[src/dvdc_params.svh]
// Constants of the DAC volume and data-path control block.
`ifndef DVDC_PARAMS_SVH
`define DVDC_PARAMS_SVH

// Register offsets on the control port.
`define DVDC_ADDR_MODE 8'h3e
`define DVDC_ADDR_SETUP 8'h3f
`define DVDC_ADDR_VOL 8'h40
`define DVDC_ADDR_LGAIN 8'h41
`define DVDC_ADDR_RGAIN 8'h42
`define DVDC_ADDR_APPL_L 8'h7e
`define DVDC_ADDR_APPL_R 8'h7f

// Reset values.
`define DVDC_RST_MODE 8'h00
`define DVDC_RST_SETUP 8'h14
`define DVDC_RST_VOL 8'h0c
`define DVDC_RST_GAIN 8'h00
`define DVDC_RST_READ 8'h00

// Bit positions of the mode-control register.
`define DVDC_MODE_REC_A 6
`define DVDC_MODE_REC_B 5
`define DVDC_MODE_REC_RUN 4
`define DVDC_MODE_PLAY_A 2
`define DVDC_MODE_PLAY_B 1
`define DVDC_MODE_PLAY_RUN 0

// Fields of the data-path setup register; two-bit fields by their low bit.
`define DVDC_SETUP_LPWR 7
`define DVDC_SETUP_RPWR 6
`define DVDC_SETUP_LSRC 4
`define DVDC_SETUP_RSRC 2
`define DVDC_SETUP_STEP 0

// Fields of the mute and link register.
`define DVDC_VOL_LMUTE 3
`define DVDC_VOL_RMUTE 2
`define DVDC_VOL_LINK 0

// Source, stepping and link codes.
`define DVDC_SRC_OFF 2'h0
`define DVDC_SRC_OWN 2'h1
`define DVDC_SRC_OTHER 2'h2
`define DVDC_STEP_ONE 2'h0
`define DVDC_STEP_TWO 2'h1
`define DVDC_STEP_NONE 2'h2
`define DVDC_LINK_L_FROM_R 2'h1
`define DVDC_LINK_R_FROM_L 2'h2

// Widths, depths and the gain step of 0.5 dB.
`define DVDC_SAMPLE_W 16
`define DVDC_FIFO_DEPTH 32
`define DVDC_GAIN_STEP 8'h01
`define DVDC_ZERO_SAMPLE 16'h0000

`endif

[src/dvdc_pkg.sv]
// Types shared by the DAC volume and data-path control block.
`include "dvdc_params.svh"

package dvdc_pkg;

    // One stereo sample pair as it enters and leaves the path.
    typedef struct packed {
        logic [`DVDC_SAMPLE_W-1:0] left;
        logic [`DVDC_SAMPLE_W-1:0] right;
    } dvdc_pair_type;

    // Pacing of the gain soft-stepping.
    typedef enum logic [1:0] {
        DVDC_PACE_EVEN = 2'h0,
        DVDC_PACE_ODD = 2'h1
    } dvdc_pace_type;

    // Whole state of the control block.
    typedef struct packed {
        logic [7:0] mode;
        logic [7:0] setup;
        logic [7:0] vol;
        logic [7:0] lgain;
        logic [7:0] rgain;
        logic [7:0] appl_l;
        logic [7:0] appl_r;
        dvdc_pace_type pace;
        logic [7:0] rdata;
        logic dac_valid;
        dvdc_pair_type dac;
        logic rec_clr;
        logic play_clr;
    } dvdc_state_type;

endpackage

[src/dvdc_fifo.sv]
// Sample FIFO with valid and ready on both sides.
`timescale 1ns/1ps
`default_nettype none

module dvdc_fifo #(
    parameter int WIDTH = 32,
    parameter int DEPTH = 32
) (
    // Clock and reset.
    input wire logic clock_i,
    input wire logic rst_i,
    // Filling side.
    input wire logic in_valid_i,
    input wire logic [WIDTH-1:0] in_data_i,
    output logic in_ready_o,
    // Draining side.
    output logic out_valid_o,
    output logic [WIDTH-1:0] out_data_o,
    input wire logic out_ready_i
);
    localparam int AW = $clog2(DEPTH);
    localparam logic [AW:0] FULL = DEPTH[AW:0];

    typedef struct packed {
        logic [DEPTH-1:0][WIDTH-1:0] mem;
        logic [AW-1:0] wp;
        logic [AW-1:0] rp;
        logic [AW:0] cnt;
        logic rdy;
    } dvdc_fifo_state_type;

    dvdc_fifo_state_type st;
    dvdc_fifo_state_type next_st;
    logic push;
    logic pop;

    // Ready is registered, so a full FIFO refuses the very next push.
    assign push = in_valid_i && st.rdy;
    assign pop = out_valid_o && out_ready_i;
    assign in_ready_o = st.rdy;
    assign out_valid_o = (st.cnt != '0);
    assign out_data_o = st.mem[st.rp];

    // Pointer and count update.
    always_comb begin
        next_st = st;
        if (push) begin
            next_st.mem[st.wp] = in_data_i;
            next_st.wp = st.wp + 1'b1;
        end
        if (pop) begin
            next_st.rp = st.rp + 1'b1;
        end
        if (push && !pop) begin
            next_st.cnt = st.cnt + 1'b1;
        end else if (pop && !push) begin
            next_st.cnt = st.cnt - 1'b1;
        end
        next_st.rdy = (next_st.cnt != FULL);
    end

    // State register.
    always_ff @(posedge clock_i or posedge rst_i) begin
        if (rst_i) begin
            st <= '0;
        end else begin
            st <= next_st;
        end
    end
endmodule // dvdc_fifo

`default_nettype wire

[src/dvdc_top.sv]
// DAC volume and data-path control registers with sample routing.
//
// Behaviour
// Record engine condition bits A and B sit at mode bits 6 and 5.
// Playback engine condition bits A and B sit at mode bits 2 and 1.
// Mode bit 4 clear: record counter clears each frame start; set: keeps running.
// Mode bit 0 clear: playback counter clears each frame start; set: keeps running.
// Setup bit 7 powers the left DAC up; resets to powered down.
// Setup bit 6 powers the right DAC up; resets to powered down.
// Left source: off, left, right, or (L+R)/2; resets to left.
// Right source: off, right, left, or (L+R)/2; resets to right.
// Soft-step: one step per sample, per two samples, or immediate.
// Host never writes the reserved soft-step code 11.
// Volume bit 3 mutes the left DAC; resets muted.
// Volume bit 2 mutes the right DAC; resets muted.
// Link: 01 left uses right gain, 10 right uses left, else independent.
// Compression active keeps gains independent; host should program link 00.
// Left gain is signed 8-bit in 0.5 dB steps, resetting to 0 dB.
// Host never writes gain codes 49 to 127 or -128.
// Host writes zeros to volume register bits 7 to 4.
// Right gain uses the same signed 0.5 dB encoding.
// Soft-stepping moves applied gain one step per interval toward target.
`timescale 1ns/1ps
`default_nettype none

module dvdc_top
    import dvdc_pkg::*;
(
    // Clock and reset.
    input wire logic clock_i,
    input wire logic rst_i,
    // Register port.
    input wire logic [7:0] reg_addr_i,
    input wire logic [7:0] reg_wdata_i,
    input wire logic reg_wr_i,
    input wire logic reg_rd_i,
    output logic [7:0] reg_rdata_o,
    // Incoming samples.
    input wire logic smp_valid_i,
    input wire dvdc_pair_type smp_i,
    output logic smp_ready_o,
    // Samples to the DAC channels.
    output logic dac_valid_o,
    output dvdc_pair_type dac_o,
    input wire logic dac_ready_i,
    // Gains and power to the DAC channels.
    output logic [7:0] gain_l_o,
    output logic [7:0] gain_r_o,
    output logic pwr_l_o,
    output logic pwr_r_o,
    // Compression status from the playback path.
    input wire logic drc_active_i,
    // Processing engines.
    input wire logic frame_start_i,
    output logic rec_cond_a_o,
    output logic rec_cond_b_o,
    output logic play_cond_a_o,
    output logic play_cond_b_o,
    output logic rec_ctr_clear_o,
    output logic play_ctr_clear_o
);
    dvdc_state_type st;
    dvdc_state_type next_st;
    logic fifo_valid;
    logic fifo_ready;
    dvdc_pair_type fifo_data;
    logic pop;
    logic [7:0] tgt_l;
    logic [7:0] tgt_r;
    logic [1:0] link;
    logic do_step;

    // Moves a gain one 0.5 dB step toward its target, signed.
    function automatic logic [7:0] dvdc_step(input logic [7:0] cur, input logic [7:0] tgt);
        logic [7:0] res;
        res = cur;
        if ($signed(cur) < $signed(tgt)) begin
            res = cur + `DVDC_GAIN_STEP;
        end else if ($signed(cur) > $signed(tgt)) begin
            res = cur - `DVDC_GAIN_STEP;
        end
        return res;
    endfunction

    // Picks a channel's source; the average keeps a sign bit so it cannot wrap.
    function automatic logic [`DVDC_SAMPLE_W-1:0] dvdc_route(
        input logic [1:0] sel,
        input logic [`DVDC_SAMPLE_W-1:0] own,
        input logic [`DVDC_SAMPLE_W-1:0] other
    );
        logic [`DVDC_SAMPLE_W:0] sum;
        logic [`DVDC_SAMPLE_W-1:0] res;
        sum = {own[`DVDC_SAMPLE_W-1], own} + {other[`DVDC_SAMPLE_W-1], other};
        case (sel)
            `DVDC_SRC_OFF: res = `DVDC_ZERO_SAMPLE;
            `DVDC_SRC_OWN: res = own;
            `DVDC_SRC_OTHER: res = other;
            default: res = sum[`DVDC_SAMPLE_W:1];
        endcase
        return res;
    endfunction

    // The FIFO decouples the sample source from a stalling DAC.
    dvdc_fifo #(
        .WIDTH($bits(dvdc_pair_type)),
        .DEPTH(`DVDC_FIFO_DEPTH)
    ) u_fifo (
        .clock_i(clock_i),
        .rst_i(rst_i),
        .in_valid_i(smp_valid_i),
        .in_data_i(smp_i),
        .in_ready_o(smp_ready_o),
        .out_valid_o(fifo_valid),
        .out_data_o(fifo_data),
        .out_ready_i(fifo_ready)
    );

    // A sample is taken when the output slot is empty or being drained.
    assign fifo_ready = !st.dac_valid || dac_ready_i;
    assign pop = fifo_valid && fifo_ready;

    // Gain targets; compression overrides any link setting.
    assign link = st.vol[`DVDC_VOL_LINK +: 2];
    always_comb begin
        tgt_l = st.lgain;
        tgt_r = st.rgain;
        if (!drc_active_i && link == `DVDC_LINK_L_FROM_R) begin
            tgt_l = st.rgain;
        end
        if (!drc_active_i && link == `DVDC_LINK_R_FROM_L) begin
            tgt_r = st.lgain;
        end
    end

    // Each taken sample is one sample period for the stepping pace.
    assign do_step = pop && (st.setup[`DVDC_SETUP_STEP +: 2] == `DVDC_STEP_ONE
        || (st.setup[`DVDC_SETUP_STEP +: 2] == `DVDC_STEP_TWO && st.pace == DVDC_PACE_ODD));

    // Next state of the whole block.
    always_comb begin
        next_st = st;
        next_st.rec_clr = frame_start_i && !st.mode[`DVDC_MODE_REC_RUN];
        next_st.play_clr = frame_start_i && !st.mode[`DVDC_MODE_PLAY_RUN];
        // Register writes; reserved bits store what the host wrote.
        if (reg_wr_i) begin
            case (reg_addr_i)
                `DVDC_ADDR_MODE: next_st.mode = reg_wdata_i;
                `DVDC_ADDR_SETUP: next_st.setup = reg_wdata_i;
                `DVDC_ADDR_VOL: next_st.vol = reg_wdata_i;
                `DVDC_ADDR_LGAIN: next_st.lgain = reg_wdata_i;
                `DVDC_ADDR_RGAIN: next_st.rgain = reg_wdata_i;
                default: begin
                end
            endcase
        end
        // Register reads answer one cycle later; unmapped reads give zero.
        if (reg_rd_i) begin
            case (reg_addr_i)
                `DVDC_ADDR_MODE: next_st.rdata = st.mode;
                `DVDC_ADDR_SETUP: next_st.rdata = st.setup;
                `DVDC_ADDR_VOL: next_st.rdata = st.vol;
                `DVDC_ADDR_LGAIN: next_st.rdata = st.lgain;
                `DVDC_ADDR_RGAIN: next_st.rdata = st.rgain;
                `DVDC_ADDR_APPL_L: next_st.rdata = st.appl_l;
                `DVDC_ADDR_APPL_R: next_st.rdata = st.appl_r;
                default: next_st.rdata = `DVDC_RST_READ;
            endcase
        end
        // Gain application: immediate, or stepped every one or two sample periods.
        case (st.setup[`DVDC_SETUP_STEP +: 2])
            `DVDC_STEP_ONE, `DVDC_STEP_TWO: begin
                if (do_step) begin
                    next_st.appl_l = dvdc_step(st.appl_l, tgt_l);
                    next_st.appl_r = dvdc_step(st.appl_r, tgt_r);
                end
            end
            default: begin
                next_st.appl_l = tgt_l;
                next_st.appl_r = tgt_r;
            end
        endcase
        // Pace toggles per sample so the two-period mode steps every other one.
        if (pop) begin
            case (st.pace)
                DVDC_PACE_EVEN: next_st.pace = DVDC_PACE_ODD;
                DVDC_PACE_ODD: next_st.pace = DVDC_PACE_EVEN;
                default: next_st.pace = DVDC_PACE_EVEN;
            endcase
        end
        // Output slot: routing, then mute and power gate the channel to zero.
        if (pop) begin
            next_st.dac_valid = 1'b1;
            next_st.dac.left = dvdc_route(st.setup[`DVDC_SETUP_LSRC +: 2], fifo_data.left,
                fifo_data.right);
            next_st.dac.right = dvdc_route(st.setup[`DVDC_SETUP_RSRC +: 2], fifo_data.right,
                fifo_data.left);
            if (!st.setup[`DVDC_SETUP_LPWR] || st.vol[`DVDC_VOL_LMUTE]) begin
                next_st.dac.left = `DVDC_ZERO_SAMPLE;
            end
            if (!st.setup[`DVDC_SETUP_RPWR] || st.vol[`DVDC_VOL_RMUTE]) begin
                next_st.dac.right = `DVDC_ZERO_SAMPLE;
            end
        end else if (dac_ready_i) begin
            next_st.dac_valid = 1'b0;
        end
    end

    // State register with documented reset values.
    always_ff @(posedge clock_i or posedge rst_i) begin
        if (rst_i) begin
            st <= '0;
            st.mode <= `DVDC_RST_MODE;
            st.setup <= `DVDC_RST_SETUP;
            st.vol <= `DVDC_RST_VOL;
            st.lgain <= `DVDC_RST_GAIN;
            st.rgain <= `DVDC_RST_GAIN;
            st.appl_l <= `DVDC_RST_GAIN;
            st.appl_r <= `DVDC_RST_GAIN;
            st.pace <= DVDC_PACE_EVEN;
        end else begin
            st <= next_st;
        end
    end

    // Outputs straight from the state register.
    assign reg_rdata_o = st.rdata;
    assign dac_valid_o = st.dac_valid;
    assign dac_o = st.dac;
    assign gain_l_o = st.appl_l;
    assign gain_r_o = st.appl_r;
    assign pwr_l_o = st.setup[`DVDC_SETUP_LPWR];
    assign pwr_r_o = st.setup[`DVDC_SETUP_RPWR];
    assign rec_cond_a_o = st.mode[`DVDC_MODE_REC_A];
    assign rec_cond_b_o = st.mode[`DVDC_MODE_REC_B];
    assign play_cond_a_o = st.mode[`DVDC_MODE_PLAY_A];
    assign play_cond_b_o = st.mode[`DVDC_MODE_PLAY_B];
    assign rec_ctr_clear_o = st.rec_clr;
    assign play_ctr_clear_o = st.play_clr;
endmodule // dvdc_top

`default_nettype wire

[config.mk]
export PLATFORM = sky130hd
export DESIGN_NAME = dvdc_top
export DESIGN_NICKNAME = d
export VERILOG_FILES = /design/src/dvdc_pkg.sv /design/src/dvdc_fifo.sv /design/src/dvdc_top.sv
export VERILOG_INCLUDE_DIRS = /design/src /design/src/src
export SDC_FILE = /design/constraint.sdc
export NUM_CORES = 2
export LEC_CHECK = 0
export BUFFER_PORTS_ARGS = -buffer_cell sky130_fd_sc_hd__buf_2
export CAP_MARGIN = 20
export CORE_UTILIZATION = 41
export DETAILED_ROUTE_END_ITERATION = 8
export HOLD_SLACK_MARGIN = 0.1
export SYNTH_ARGS = -nofsm -noshare
export SYNTH_HDL_FRONTEND = slang
export SYNTH_SLANG_ARGS = --single-unit
[constraint.sdc]
create_clock -name clock_i -period 77.5 [get_ports clock_i]
set_clock_uncertainty 0.2 [all_clocks]
set_input_delay 7.75 -clock clock_i [delete_from_list [all_inputs] [get_ports clock_i]]
set_output_delay 7.75 -clock clock_i [all_outputs]
set_load 0.02 [all_outputs]
==> results.md <==
* Resized Gates After CTS at 0
* Initial antenna violation count at 6
* #FFs+latches synth at 1141
* Maximum vdd drop at 0.0000282 V
* EDFF count, synth at 0
* R2r setup slk at 70.16 ns
* Crit path buf inv count at 2
* Row count at 132
* Yosys top cell by area: dfrtp_1
* Pleak at 0.0269 uW
* Area share of the largest cell type after synthesis at 52.7%
* Hold EP: rec_ctr_clear_o
* Relative slew margins at 15.8%
* Worst hold stages at 1
* Synth top cells by count: dfrtp_1 (1137), mux2_2 (1093), mux4_2 (319)
* Core area at 0.130 sq mm
* Mapped Cells at 3590
* Critical-path top delay cell: a21oi_1
* Port bufs at 121
* Data arrival, critical path at 11.42 ns
* Distinct cell type count after synthesis at 67
* CTS tree: yes
* Area growth, synth to finish at 10.8%
* CP Data Required Time at 77.92 ns
* Max incr delay on CP at 0.68 ns
* CP Max Fanout at 8
* Hold Crit Start: st[97]
* CTS clk-pin slew, worst paths at 0.06 ns
* Gr usage total at 21.7%
* Hold buffer count at cts at 0
* Peak Freq at 0.0910 GHz
* Share of layout cells above drive strength 1 at 50.5%
* Largest net degree at the start of global routing at 172
* Drt pass-1 iters at 5
* RSZ-0062 raised after global routing: no
* Tightest Pin Transition at 1.23 ns
* H-tree levels at 3
* Ys flop type: dfrtp_1
* Initial core utilization at 41.5%
* DRC Markers at 0
* Post-layout net count at 3630
* Worst setup path class: in2reg
* CP Cell Sequence: buf_2 -> nor3b_1 -> buf_4 -> mux2_2 -> ha_1 -> nor2b_1 -> o21a_1 -> o21ai_0 -> a21oi_1 -> o21ai_0 -> a21oi_1 -> xor2_1 -> ha_1 -> nor3_1 -> nand2_1 -> mux2_2 -> o21a_1 -> o31a_1
* Pre-CTS WS at 65.76 ns
* Post-Syn Area at 0.0540 sq mm
* Vias post-DR at 30800
* Antenna cells at 0
* Crit path capture type: flop
* DR iter-0 viols at 2219
* Async SR Flop Fraction at 100%
* Vias in the first global route at 32100
* Inst Count DP at 5153
* Sequential area share after synthesis at 52.9%
* Clock sinks at 1141
* Reg2Reg Depth at 13
* Tcrit/Tclk final at 14.2%
* Critical path's top delay family: compound AO/OA/AOI/OAI gates
* Detail Route Antenna Nets at 0
* Clock latency on the worst-skew pair at 0.75 ns
* Min-delay worst type: reg2reg
* Post-Layout Cell Count at 5367
* Clock root cell: clkbuf_16
* Dpl hpwl at 82300 um
* Die height at 365 um
* Die extent in x at 365 um
* Status: complete, no violations
* Yosys warns at 0
* Gr ovfl total at 0
* Final GP Congestion at 0.876
* Worst setup SP type: primary input
* Clock Path Buffers at 3
* Min cycle time layout at 10.99 ns
* Vias per inst at 5.75
* Max-cap violations at 0
* Top Ports at 122
* RR Startpoint: u_fifo.st[7]
* Final setup violation count at 0
* P per Cell Area at 43.4 mW/mm^2
* Global-route wire length before repair at 216000 um
* Most frequent cell after synthesis: dfrtp_1
* Reg-to-Reg End: dac_o[31]
* Hold Vio Cnt, Final at 0
* DR WL/cell at 26.4 um
* Mean post-synth cell area at 15.0 sq um
* Max-slew violations at 0
* Die Footprint at 0.133 sq mm
* Final wirelength at 142000 um
* Largest cells by area after synthesis: dfrtp_1 (53%), mux2_2 (23%), mux4_2 (13%)
* Setup Buffers After CTS at 0
* Post-route setup TNS at 0 ns
* Post-synthesis net count at 3687
* Num CTS Buffers at 117
* Setup ws final at 66.51 ns
## kinds of logic (layout without fill, tap and decap cells)
logic type | after synthesis | in the layout | share of synthesized area [%]
flip-flops | 1141 | 1141 | 52.9
AO/OA/AOI/OAI | 196 | 196 | 2.50
adder cells (fa/ha/maj) | 41 | 41 | 0.964
AND/OR/NAND/NOR | 303 | 303 | 2.64
buffers and inverters | 411 | 446 | 3.43
XOR/XNOR | 34 | 34 | 0.551
multiplexers | 1464 | 1464 | 37.1
## layer usage
metal | GRT usage [%] | part of all wire (%)
met3 | 3.17 | 4.5
met4 | 5.12 | 1.8
met5 | 0 | 0.011
met2 | 34.5 | 47
met1 | 31.5 | 46
## registers in the layout (all words and copies together), names as in the netlist
register,count
dac_o,32
gain_r_o,8
link,2
rec_cond_b_o,1
st,33
u_fifo.in_ready_o,1
play_cond_a_o,1
gain_l_o,8
pwr_l_o,1
rec_cond_a_o,1
play_ctr_clear_o,1
reg_rdata_o,8
dac_valid_o,1
pwr_r_o,1
play_cond_b_o,1
rec_ctr_clear_o,1
u_fifo.st,1040
## cell type report
type,count,area [sq um]
multi-input cells,2038,23800
clock buffers,174,3430
flip-flops and latches,1141,28600
well taps,1742,2180
fillers,11500,70300
clock inverters,37,513
repair buffers,189,1200
inverters,46,180
## layout by cell type, fill, tap and decap left out, types with 16 or more instances in the layout
cell type,netlist,final
a21oi_1,43,43
buf_2,32,122
buf_4,58,60
clkbuf_1,198,30
clkbuf_16,0,119
clkbuf_8,0,25
clkinv_2,0,20
dfrtp_1,1137,1132
ha_1,40,40
inv_1,44,43
mux2_2,1093,1093
mux2i_1,52,52
mux4_2,319,319
nand2_1,116,100
nand3_1,17,17
nor2_1,67,51
nor2_4,0,16
nor3_1,24,24
o21ai_0,30,30
xnor2_1,24,24
## power by group
| part | total, uW | internal, uW | switching (uW) |
|---|---|---|---|
| sequential | 986 | 838 | 149 |
| combinational | 1030 | 545 | 486 |
| clock | 584 | 339 | 245 |
| total | 2600 | 1720 | 879 |
## how the worst max path moves through the flow
stage                  from  slack, ns     endpoint  depth (start not counted)
6_report       drc_active_i      66.51  gain_l_o[6]                         18
5_1_grt        drc_active_i      66.17  gain_l_o[6]                         18
4_1_cts        drc_active_i      66.57  gain_l_o[6]                         18
3_5_place_dp   drc_active_i      65.76  gain_l_o[6]                         18
3_3_place_gp   drc_active_i      65.70  gain_l_o[6]                         18
2_1_floorplan         rst_i      37.42     dac_o[0]                          1
## metrics by stage
stage	total power, uW	util, %	instance area [sq um]	hold WS [ns]
6_report	2600	46.0	59900	0.260
5_1_grt	2750	46.0	59900	0.280
4_1_cts	2620	46.0	59800	0.259
3_5_place_dp	2030	42.9	55900	0.256
3_3_place_gp	2000	42.9	55900	0.247
2_1_floorplan	1750	-	54000	0.220
No activity file was read; power rests on OpenSTA's default activity.
